==> src/common/lcdslp_map.svh <==
`ifndef LCDSLP_MAP_SVH
`define LCDSLP_MAP_SVH
// Register byte offsets
`define LCDSLP_CTRL_OFS 8'h00
`define LCDSLP_STAT_OFS 8'h04
`define LCDSLP_PIX_OFS  8'h10
// Control register fields and reset value
`define LCDSLP_CTRL_RST 8'h00
`define LCDSLP_BIT_EN    7
`define LCDSLP_BIT_SLEEP_EN 6
`define LCDSLP_BIT_BIAS_SEL 4
`define LCDSLP_CS_MSB    1
`define LCDSLP_CS_LSB    0
// Display clock sources
`define LCDSLP_CS_SYS 2'h0
`define LCDSLP_CS_T1  2'h1
// Timing
`define LCDSLP_CLK_NS  100
`define LCDSLP_STEP_NS 2000000
`endif

==> src/common/lcdslp_pkg.sv <==
`default_nettype none
package lcdslp_pkg;
  typedef enum logic [1:0] {
    LCDSLP_OFF,
    LCDSLP_RUN,
    LCDSLP_HALT
  } lcdslp_state_e;
endpackage
`default_nettype wire

==> src/common/lcdslp_if.sv <==
`timescale 1ns/1ps
`default_nettype none
interface lcdslp_if #(
  parameter int COMS = 4,
  parameter int SEGS = 32,
  parameter int IW   = 2
);
  logic                       tick;
  logic                       run;
  logic                       restart;
  logic [COMS-1:0][SEGS-1:0]  pix;
  logic [SEGS-1:0]            seg;
  logic [COMS-1:0]            com;
  logic [IW-1:0]              idx;
  logic                       frame_pulse;
  modport ctl (output tick, run, restart, pix,
               input  seg, com, idx, frame_pulse);
  modport frm (input  tick, run, restart, pix,
               output seg, com, idx, frame_pulse);
endinterface
`default_nettype wire

==> src/hdl/lcdslp_frame.sv <==
`timescale 1ns/1ps
`default_nettype none
module lcdslp_frame #(
  parameter int COMS = 4,
  parameter int SEGS = 32,
  parameter int IW   = 2
) (
  input wire logic hclk,
  input wire logic hresetn,
  lcdslp_if.frm    lnk
);
  logic [IW-1:0]   idx_r;
  logic [IW-1:0]   idx_nxt;
  logic [COMS-1:0] com_r;
  logic [SEGS-1:0] seg_r;
  logic            fp_r;

  assign idx_nxt = (idx_r == IW'(COMS-1)) ? '0 : IW'(idx_r + 1'b1);

  always_ff @(posedge hclk or negedge hresetn)
  begin
    if (!hresetn)
    begin
      idx_r <= '0;
      com_r <= '0;
      seg_r <= '0;
    end
    else if (lnk.restart)
    begin
      idx_r <= '0;
      com_r <= COMS'(1);
      seg_r <= lnk.pix[0];
    end
    else if (lnk.run && lnk.tick)
    begin
      idx_r <= idx_nxt;
      com_r <= COMS'(1) << idx_nxt;
      seg_r <= lnk.pix[idx_nxt];
    end
  end

  // Frame ends after last common step
  always_ff @(posedge hclk or negedge hresetn)
  begin
    if (!hresetn)
      fp_r <= 1'b0;
    else
      fp_r <= lnk.run && lnk.tick && !lnk.restart &&
              (idx_r == IW'(COMS-1));
  end

  assign lnk.idx         = idx_r;
  assign lnk.com         = com_r;
  assign lnk.seg         = seg_r;
  assign lnk.frame_pulse = fp_r;
endmodule // lcdslp_frame
`default_nettype wire

==> src/hdl/lcdslp_top.sv <==
`timescale 1ns/1ps
`default_nettype none
`include "lcdslp_map.svh"
module lcdslp_top #(
  parameter int COMS     = 4,
  parameter int SEGS     = 32,
  parameter int STEP_CYC = `LCDSLP_STEP_NS / `LCDSLP_CLK_NS
) (
  input  wire logic            hclk,
  input  wire logic            hresetn,
  input  wire logic            hsel,
  input  wire logic [31:0]     haddr,
  input  wire logic [1:0]      htrans,
  input  wire logic            hwrite,
  input  wire logic [2:0]      hsize,
  input  wire logic [31:0]     hwdata,
  input  wire logic            hready,
  output logic                 hreadyout,
  output logic                 hresp,
  output logic [31:0]          hrdata,
  input  wire logic            core_sleep,
  input  wire logic            timer_osc_tick,
  input  wire logic            rc_osc_tick,
  output logic [SEGS-1:0]      lcd_seg,
  output logic [COMS-1:0]      lcd_com,
  output logic                 frame_boundary,
  output logic                 charge_pump_on,
  output logic                 top_bias_to_supply
);
  localparam int IW = (COMS > 1) ? $clog2(COMS) : 1;
  localparam int DW = $clog2(STEP_CYC + 1);

  logic [7:0]                 ctrl_r;
  logic [COMS-1:0][SEGS-1:0]  pix_r;
  lcdslp_pkg::lcdslp_state_e  state_r;
  lcdslp_pkg::lcdslp_state_e  state_nxt;
  logic [31:0]                hrdata_r;
  logic                       wr_pend_r;
  logic [7:0]                 wr_addr_r;
  logic [DW-1:0]              div_r;
  logic                       sys_tick;
  logic                       addr_ok;
  logic [1:0]                 clk_sel;
  logic                       halt_cond;
  logic                       run;
  logic                       tick;
  logic [31:0]                stat_word;

  lcdslp_if #(.COMS(COMS), .SEGS(SEGS), .IW(IW)) lnk ();

  lcdslp_frame #(.COMS(COMS), .SEGS(SEGS), .IW(IW)) u_frame (
    .hclk    (hclk),
    .hresetn (hresetn),
    .lnk     (lnk.frm)
  );

  function automatic logic pix_hit(input logic [7:0] a);
    pix_hit = (a >= `LCDSLP_PIX_OFS) &&
              (a < `LCDSLP_PIX_OFS + 8'(4 * COMS)) && (a[1:0] == 2'h0);
  endfunction

  function automatic logic [IW-1:0] pix_idx(input logic [7:0] a);
    logic [7:0] d;
    d = a - `LCDSLP_PIX_OFS;
    pix_idx = d[IW+1:2];
  endfunction

  // Zero-wait slave, only whole-word transfers are taken
  assign hreadyout = 1'b1;
  assign hresp     = 1'b0;
  assign hrdata    = hrdata_r;
  assign addr_ok   = hsel && hready && htrans[1] && (hsize == 3'h2);

  always_ff @(posedge hclk or negedge hresetn)
  begin
    if (!hresetn)
    begin
      wr_pend_r <= 1'b0;
      wr_addr_r <= 8'h00;
    end
    else if (hready)
    begin
      wr_pend_r <= addr_ok && hwrite;
      wr_addr_r <= haddr[7:0];
    end
  end

  always_ff @(posedge hclk or negedge hresetn)
  begin
    if (!hresetn)
      ctrl_r <= `LCDSLP_CTRL_RST;
    else if (wr_pend_r && wr_addr_r == `LCDSLP_CTRL_OFS)
      ctrl_r <= hwdata[7:0];
  end

  always_ff @(posedge hclk or negedge hresetn)
  begin
    if (!hresetn)
      pix_r <= '0;
    else if (wr_pend_r && !core_sleep && pix_hit(wr_addr_r))
      pix_r[pix_idx(wr_addr_r)] <= hwdata[SEGS-1:0];
  end

  assign stat_word = 32'({lnk.idx, 4'h0, core_sleep, charge_pump_on,
                          2'(state_r)});

  // Read data sampled in address phase, so a read right after a
  // write to the same word still returns the old value
  always_ff @(posedge hclk or negedge hresetn)
  begin
    if (!hresetn)
      hrdata_r <= 32'h0;
    else if (addr_ok && !hwrite)
    begin
      if (haddr[7:0] == `LCDSLP_CTRL_OFS)
        hrdata_r <= 32'(ctrl_r);
      else if (haddr[7:0] == `LCDSLP_STAT_OFS)
        hrdata_r <= stat_word;
      else if (pix_hit(haddr[7:0]))
        hrdata_r <= 32'(pix_r[pix_idx(haddr[7:0])]);
      else
        hrdata_r <= 32'h0;
    end
  end

  // System clock divider for select 00
  assign sys_tick = (div_r == DW'(STEP_CYC - 1));

  always_ff @(posedge hclk or negedge hresetn)
  begin
    if (!hresetn)
      div_r <= '0;
    else if (sys_tick)
      div_r <= '0;
    else
      div_r <= DW'(div_r + 1'b1);
  end

  assign clk_sel = ctrl_r[`LCDSLP_CS_MSB:`LCDSLP_CS_LSB];

  always_comb
  begin
    case (clk_sel)
      `LCDSLP_CS_SYS: tick = sys_tick;
      `LCDSLP_CS_T1:  tick = timer_osc_tick;
      default:        tick = rc_osc_tick;
    endcase
  end

  assign halt_cond = ctrl_r[`LCDSLP_BIT_SLEEP_EN] ||
                     (clk_sel == `LCDSLP_CS_SYS);
  assign run = ctrl_r[`LCDSLP_BIT_EN] && !(core_sleep && halt_cond);

  always_comb
  begin
    state_nxt = state_r;
    case (state_r)
      lcdslp_pkg::LCDSLP_OFF:
        if (run)
          state_nxt = lcdslp_pkg::LCDSLP_RUN;
        // Enabled but stopped by sleep counts as halted
        else if (ctrl_r[`LCDSLP_BIT_EN])
          state_nxt = lcdslp_pkg::LCDSLP_HALT;
      lcdslp_pkg::LCDSLP_RUN:
        if (!ctrl_r[`LCDSLP_BIT_EN])
          state_nxt = lcdslp_pkg::LCDSLP_OFF;
        else if (!run)
          state_nxt = lcdslp_pkg::LCDSLP_HALT;
      lcdslp_pkg::LCDSLP_HALT:
        if (!ctrl_r[`LCDSLP_BIT_EN])
          state_nxt = lcdslp_pkg::LCDSLP_OFF;
        else if (run)
          state_nxt = lcdslp_pkg::LCDSLP_RUN;
      default:
        state_nxt = lcdslp_pkg::LCDSLP_OFF;
    endcase
  end

  always_ff @(posedge hclk or negedge hresetn)
  begin
    if (!hresetn)
      state_r <= lcdslp_pkg::LCDSLP_OFF;
    else
      state_r <= state_nxt;
  end

  assign lnk.tick    = tick;
  assign lnk.run     = run;
  assign lnk.pix     = pix_r;
  assign lnk.restart = run && (state_r != lcdslp_pkg::LCDSLP_RUN);

  assign lcd_seg = run ? lnk.seg : '0;
  assign lcd_com = run ? lnk.com : '0;
  // Boundary marker lets software time its sleep request
  assign frame_boundary = lnk.frame_pulse;

  assign charge_pump_on     = run && ctrl_r[`LCDSLP_BIT_BIAS_SEL];
  assign top_bias_to_supply = !charge_pump_on;
endmodule // lcdslp_top
`default_nettype wire

==> config.mk <==
export PLATFORM = sky130hd
export DESIGN_NAME = lcdslp_top
export DESIGN_NICKNAME = d
export VERILOG_FILES = /design/src/common/lcdslp_pkg.sv /design/src/common/lcdslp_if.sv /design/src/hdl/lcdslp_frame.sv /design/src/hdl/lcdslp_top.sv
export VERILOG_INCLUDE_DIRS = /design/src /design/src/common
export SDC_FILE = /design/constraint.sdc
export NUM_CORES = 1
export LEC_CHECK = 0
export ABC_AREA = 1
export BUFFER_PORTS_ARGS = -buffer_cell sky130_fd_sc_hd__buf_2
export CAP_MARGIN = 20
export CORE_MARGIN = 2
export CORE_UTILIZATION = 50
export CTS_CLUSTER_DIAMETER = 40
export DETAILED_ROUTE_END_ITERATION = 6
export PLACE_DENSITY = 0.7
export SETUP_SLACK_MARGIN = 0.4
export SYNTH_ARGS = -nofsm -noshare
export SYNTH_HDL_FRONTEND = slang
export SYNTH_SLANG_ARGS = --single-unit
==> constraint.sdc <==
create_clock -name hclk -period 1.85 [get_ports hclk]
set_input_delay 0.2775 -clock hclk [delete_from_list [all_inputs] [get_ports hclk]]
set_output_delay 0.2775 -clock hclk [all_outputs]
set_load 0.03 [all_outputs]
Yosys cells after proc, flatten, opt, wreduce, memory -nomap -nowiden
Index checks and enable logic that the tools add are counted.

Output and inout bits: 73. Logic and storage cells: 100. Bits of input ports: 77. Register bits after elaboration: 233.

Reduce and logical (&&, ||, !) cells: 34. $add $sub $neg: 4. Eq/ne operators: 11. Order comparisons: 8. Muxes and demuxes: 28. Shift-type cells: 1.

Operators by type and width (number): $mux W32 (9); $bmux W32 S2 (2); $bwmux W128 (1); $demux W32 S2 (1); $logic_and A1 B1 Y1 (20); $mux W2 (9); $ge A8 B5 Y1 const B (2); $logic_not A8 Y1 (2); $lt A8 B6 Y1 const B (2); $add A15 B1 Y15 const B (1); $eq A15 B15 Y1 const B (1); $mux W15 (1); $mux W4 (3); $lt A2 B3 Y1 const B (3); $ne A3 B3 Y1 const B (3); $eq A8 B3 Y1 const B (1); $logic_not A2 Y1 (4); $sub A4 B1 Y4 const B (2); $pmux W2 S3 (1); $logic_not A1 Y1 (5); $eq A2 B1 Y1 const B (2); $eq A2 B2 Y1 const B (2); $shl A1 B2 Y4 const A (1); $eq A3 B2 Y1 const B (1); other kinds (7) (7).

Longest topological paths before layout
Depth after elaboration: 9. Gate-level depth with buffers: 12. Gate-level depth less buffers: 11.

Modules after synthesis
From an unflattened synthesis, not the netlist that was laid out.

Cell total of the unflattened synthesis: 1728. Area total of the unflattened synthesis: 12289.3 sq um.

Modules (own cells, without submodules): lcdslp_top (sequential area each 4854.7 sq um, area each 8762.2 sq um, cells each 1084, times used 1); lcdslp_frame (sequential area each 975.9 sq um, area each 3527.1 sq um, cells each 644, times used 1).

Worst setup path before layout
Ideal clock, no wire load.

Path kind: flip-flop to flip-flop. Start: register u_frame.idx_r[0] (netlist: u_frame.lnk.idx[0]). End: register u_frame.seg_r[25] (netlist: u_frame.lnk.seg[25]). Library setup time: 0.065 ns. Clock period less this slack: 1.686 ns. Path slack: 0.164 ns. Data arrival time: 1.621 ns. Data required time: 1.785 ns. Path buffers: 2. Stages on the path, launching flop included: 11. Path through: dfrtp_1 -> inv_2 -> ha_1 -> buf_2 -> clkbuf_1 -> o211ai_1 -> nand2_1 -> nand2_1 -> nand2_1 -> nand2_1 -> nand2_1.

Longest elaborated chain between the ends: 6. Elaborated cells on any way between the ends: 7. Those cells by class: add/sub: 1; eq/ne: 1; mux: 5.

RTL lines: from (decl) (line lcdslp_frame.sv:12) `logic [IW-1:0] idx_r;`; from (signal assigned) (line lcdslp_frame.sv:36) `idx_r <= idx_nxt;`; $add A2 B1 Y2 / $eq A2 B2 Y1 (equally long branches) (line lcdslp_frame.sv:18) `assign idx_nxt = (idx_r == IW'(COMS-1)) ? '0 : IW'(idx_r + 1'b1);`; $mux W2 * (line lcdslp_frame.sv:18); $bmux W32 S2 * (line lcdslp_frame.sv:38) `seg_r <= lnk.pix[idx_nxt];`; $mux W32 (not written as such) * (line lcdslp_frame.sv:38); $mux W32 * (line lcdslp_frame.sv:34) `else if (lnk.run && lnk.tick)`; $mux W32 * (line lcdslp_frame.sv:28) `else if (lnk.restart)`; to (signal assigned) (line lcdslp_frame.sv:32) `seg_r <= lnk.pix[0];`; to (signal assigned) (line lcdslp_frame.sv:38); to (decl) (line lcdslp_frame.sv:15) `logic [SEGS-1:0] seg_r;`.

Every way passes the cells marked *; elsewhere a longest branch is shown, timed or not. The select of a mux whose other input is x is not followed. A chain may end at the register's enable or synchronous reset.

Worst setup path in the final report
Start: register ctrl_r[1]. End: output lcd_seg[23].

Longest elaborated chain between the ends: 6.

RTL lines: from (decl) (line lcdslp_top.sv:33) `logic [7:0] ctrl_r;`; from (signal assigned) (line lcdslp_top.sv:91) `` ctrl_r <= `LCDSLP_CTRL_RST; ``; from (signal assigned) (line lcdslp_top.sv:93) `ctrl_r <= hwdata[7:0];`; $logic_not A2 Y1; $logic_or A1 B1 Y1 (line lcdslp_top.sv:150) `` assign halt_cond = ctrl_r[`LCDSLP_BIT_SLEEP_EN] || ``; $logic_and A1 B1 Y1 (line lcdslp_top.sv:152) `` assign run = ctrl_r[`LCDSLP_BIT_EN] && !(core_sleep && halt_cond); ``; $logic_not A1 Y1 (line lcdslp_top.sv:152); $logic_and A1 B1 Y1 (line lcdslp_top.sv:152); $mux W32 (line lcdslp_top.sv:192) `assign lcd_seg = run ? lnk.seg : '0;`; to (decl) (line lcdslp_top.sv:24) `output logic [SEGS-1:0] lcd_seg,`.

Every way passes these cells.

==> key figures <==
Logic synthesis
  – Distinct cells, synth: 35
  – Simple-gate share of the synthesized area: 0.264
  – Number of synthesis warnings: 0
  – Largest area contributor in the synthesized netlist: dfrtp_1
  – Syn Area/Cell: 7.56 sq um
  – Post-synthesis mux area share: 0.00377
  – Share of the synthesized area in the top cell type: 0.488
  – Adder-Cell Fraction of Synth Area: 0.00524
  – Cell Area, Synth: 11900 sq um
  – Largest family of logic cells by synthesized area: simple AND/OR/NAND/NOR gates
  – Register area share after synthesis: 0.488
  – Number of synthesized register bits: 233
  – Largest cells by area after synthesis: dfrtp_1 49%, nand2_1 16%, o21ai_0 8.6%, nor2_1 4.8%, inv_1 4.3%
  – Cell count after synthesis: 1579
  – Syn Nets: 1661
  – Compound-gate portion of the synthesized area: 0.146
  – XOR/XNOR Fraction of Synth Area: 0.00367

Timing
  – Post-route worst setup slack: -0.231 ns
  – Max Slew Vio Count: 0
  – Worst clock skew: 0.0189 ns
  – Final setup viols: 152
  – Hold_ws: -0.00717 ns
  – Final Hold Viols: 1
  – Period utilization: 1.13
  – RSZ-0062 raised after global routing: yes
  – Slew headroom: 0.592
  – Max Fclk: 480 MHz
  – Tmin final: 2.08 ns
  – Worst-margin pin slew: 0.612 ns

Power and ir drop
  – Seq pwr share: 0.373
  – Worst VDD drop: 0.621 mV
  – Logic pwr share: 0.205
  – Switching Fraction: 0.317
  – Clock power frac: 0.421
  – Power Density: 817 nW/um^2
  – Leakage: 0.00882 uW
  – Psw: 4610 uW
  – Int Pwr: 9920 uW

Clock tree
  – CTS root buffer: clkbuf_16
  – Clk sinks: 233
  – H-tree levels: 1
  – Worst skew pair latency: 0.57 ns
  – TritonCTS buffer count: 31
  – Clock buffer depth: 3
  – CTS tree: yes
  – Clock transition at path regs: 0.07 ns

Route
  – Router iterations before antenna repair: 7
  – Avg WL per Cell: 22.4 microns
  – Initial DRC count: 1671
  – Via count of the routed design: 12876
  – Routed Antenna Nets: 0
  – Final wirelength: 47900 microns
  – Vias per Instance: 6.03
  – DRC violations left: 32

Finish
  – Commonest cells after routing, fill and taps aside: 392 x nand2_1, 232 x dfrtp_1, 132 x inv_1
  – Commonest non-fill, non-tap cell in the layout: nand2_1
  – Layout overhead on the synthesized area: 48.9%
  – Number of nets in the layout: 1872
  – Layout cell share with drive strength beyond 1: 0.364
  – Util after Layout: 0.757

Hold path
  – Hold-critical path depth: 3
  – HP Class: in2reg

Job
  – Max-Cap Viols: 0

Place
  – PortBufs: 122
  – HPWL Detailed: 20900 microns
  – Dpl ws: 0.101 ns
  – Final GP Congestion: 0.822

Critical path
  – Critical Path RT: 1.57 ns
  – Setup crit start kind: flip-flop
  – CP Data Arrival Time: 1.80 ns
  – FF-to-FF path depth: 12
  – CP max FO: 8
  – Crit. End Element: primary output
  – WS Path Type: reg2out

Status
  – Violated checks: DRC, hold timing, setup timing
  – Outcome: complete, but fails checks

GRT
  – GRT Util Overall: 0.341
  – Number of global-route vias before repair: 11801
  – First-pass GRT wire length: 65200 microns
  – Largest net degree at the start of global routing: 69
  – Initial antenna violation count: 1
  – Congestion Overflow GR: 0

Floorplanning
  – Initial Util: 0.509
  – Rows: 56
  – Core area: 23500 sq um
  – Chip Width: 159 microns
  – Die Y: 159 microns
  – Die area: 25100 sq um
  – I/O pins: 150
power groups by stage:
| stage | logic, uW | registers, uW | clock network, uW |
|---|---|---|---|
| CTS | 2620 | 5410 | 5990 |
| floorplan | 1540 | 5460 | 0 |
| detailed placement | 2230 | 5490 | 0 |
| global route | 3160 | 5440 | 6340 |
| global placement | 2200 | 5490 | 0 |
| finish | 2980 | 5420 | 6120 |
cell usage after synthesis (all sizes together):
library cell,number
nand2,530
dfrtp,233
o21ai,231
nor2,158
inv,142
nand3,69
buf,59
a21oi,37
clkbuf,34
a22oi,26
o211ai,25
nand4,10
nor3,7
ha,5
mux2,4
xor2,4
conb,2
nand3b,1
o22ai,1
xnor2,1
per-stage QoR:
step	instances	TNS (ns)	power, uW	hold slack (ns)	instance area [sq um]
floorplan	1579	0	7000	-0.0181	12300
global placement	1978	0	7690	0.196	13400
detailed placement	1978	0	7730	0.200	13400
CTS	2110	-8.97	14000	0.00278	16500
global route	2133	-24.40	14900	0.0204	17800
finish	2135	-13.61	14500	-0.00717	17800
flip-flops by register name, indices dropped and copies added, names as in the netlist:
signal                   cells
lnk.pix                    128
hrdata                      32
u_frame.lnk.seg             32
div_r                       15
ctrl_r                       8
wr_addr_r                    8
u_frame.lnk.com              4
state_r                      2
u_frame.lnk.idx              2
u_frame.lnk.frame_pulse      1
wr_pend_r                    1
critical path, cell delays in order (launching register included):
cell and delay [ns]:
dfrtp_1 0.39, o21ai_2 0.17, nand2_2 0.09, nand2_4 0.08
buf_12 0.17, buf_16 0.16, nor2_4 0.04, buf_6 0.13
logic make-up (layout without fill, tap and decap cells):
family                   after synthesis  count (layout)
buffers and inverters                235             470
other                                  2               4
XOR/XNOR                               5               5
multiplexers                           4               4
AO/OA/AOI/OAI                        320             320
AND/OR/NAND/NOR                      775             775
flip-flops                           233             233
adder cells (fa/ha/maj)                5               5
per-layer routing:
metal  vias up  global-route usage  part of all wire
met4         0               0.193             0.083
met3       368              0.0860              0.12
li1       5505                   -                 -
met5         -                   0                 0
met1      6006               0.436              0.36
met2       997               0.530              0.44
path summary, 6_finish.rpt:
kind / from / to / slack, ns
worst max-delay path: ctrl_r[1] / lcd_seg[23] / -0.23
worst min-delay path: hwrite / wr_pend_r / -0.007
worst max register to register: ctrl_r[1] / u_frame.lnk.seg[0] / -0.19
worst min register to register: hrdata[17] / hrdata[17] / 0.48
max in group asynchronous: hresetn / lnk.pix[16] / 0.88
min in group asynchronous: hresetn / div_r[4] / 0.21
cell type report:
type | count | area [sq um]
Fill cell | 1492 | 5700
Clock buffer | 34 | 807
Multi-Input combinational cell | 1111 | 6710
Timing Repair Buffer | 271 | 3250
Clock inverter | 23 | 234
Antenna cell | 2 | 5.00
Inverter | 142 | 533
Tap cell | 319 | 399
Sequential cell | 233 | 5830
repair_timing:
item / in CTS / in global routing
setup endpoints to repair: 210 / 226
cloned: 32 / 5
hold buffers: 6 / 0
gates resized for setup: 317 / 309
setup buffers: 37 / 18
pin swaps: 31 / 28
endpoints found under the hold margin: 111 / 0
No activity file was read; power rests on OpenSTA's default activity.
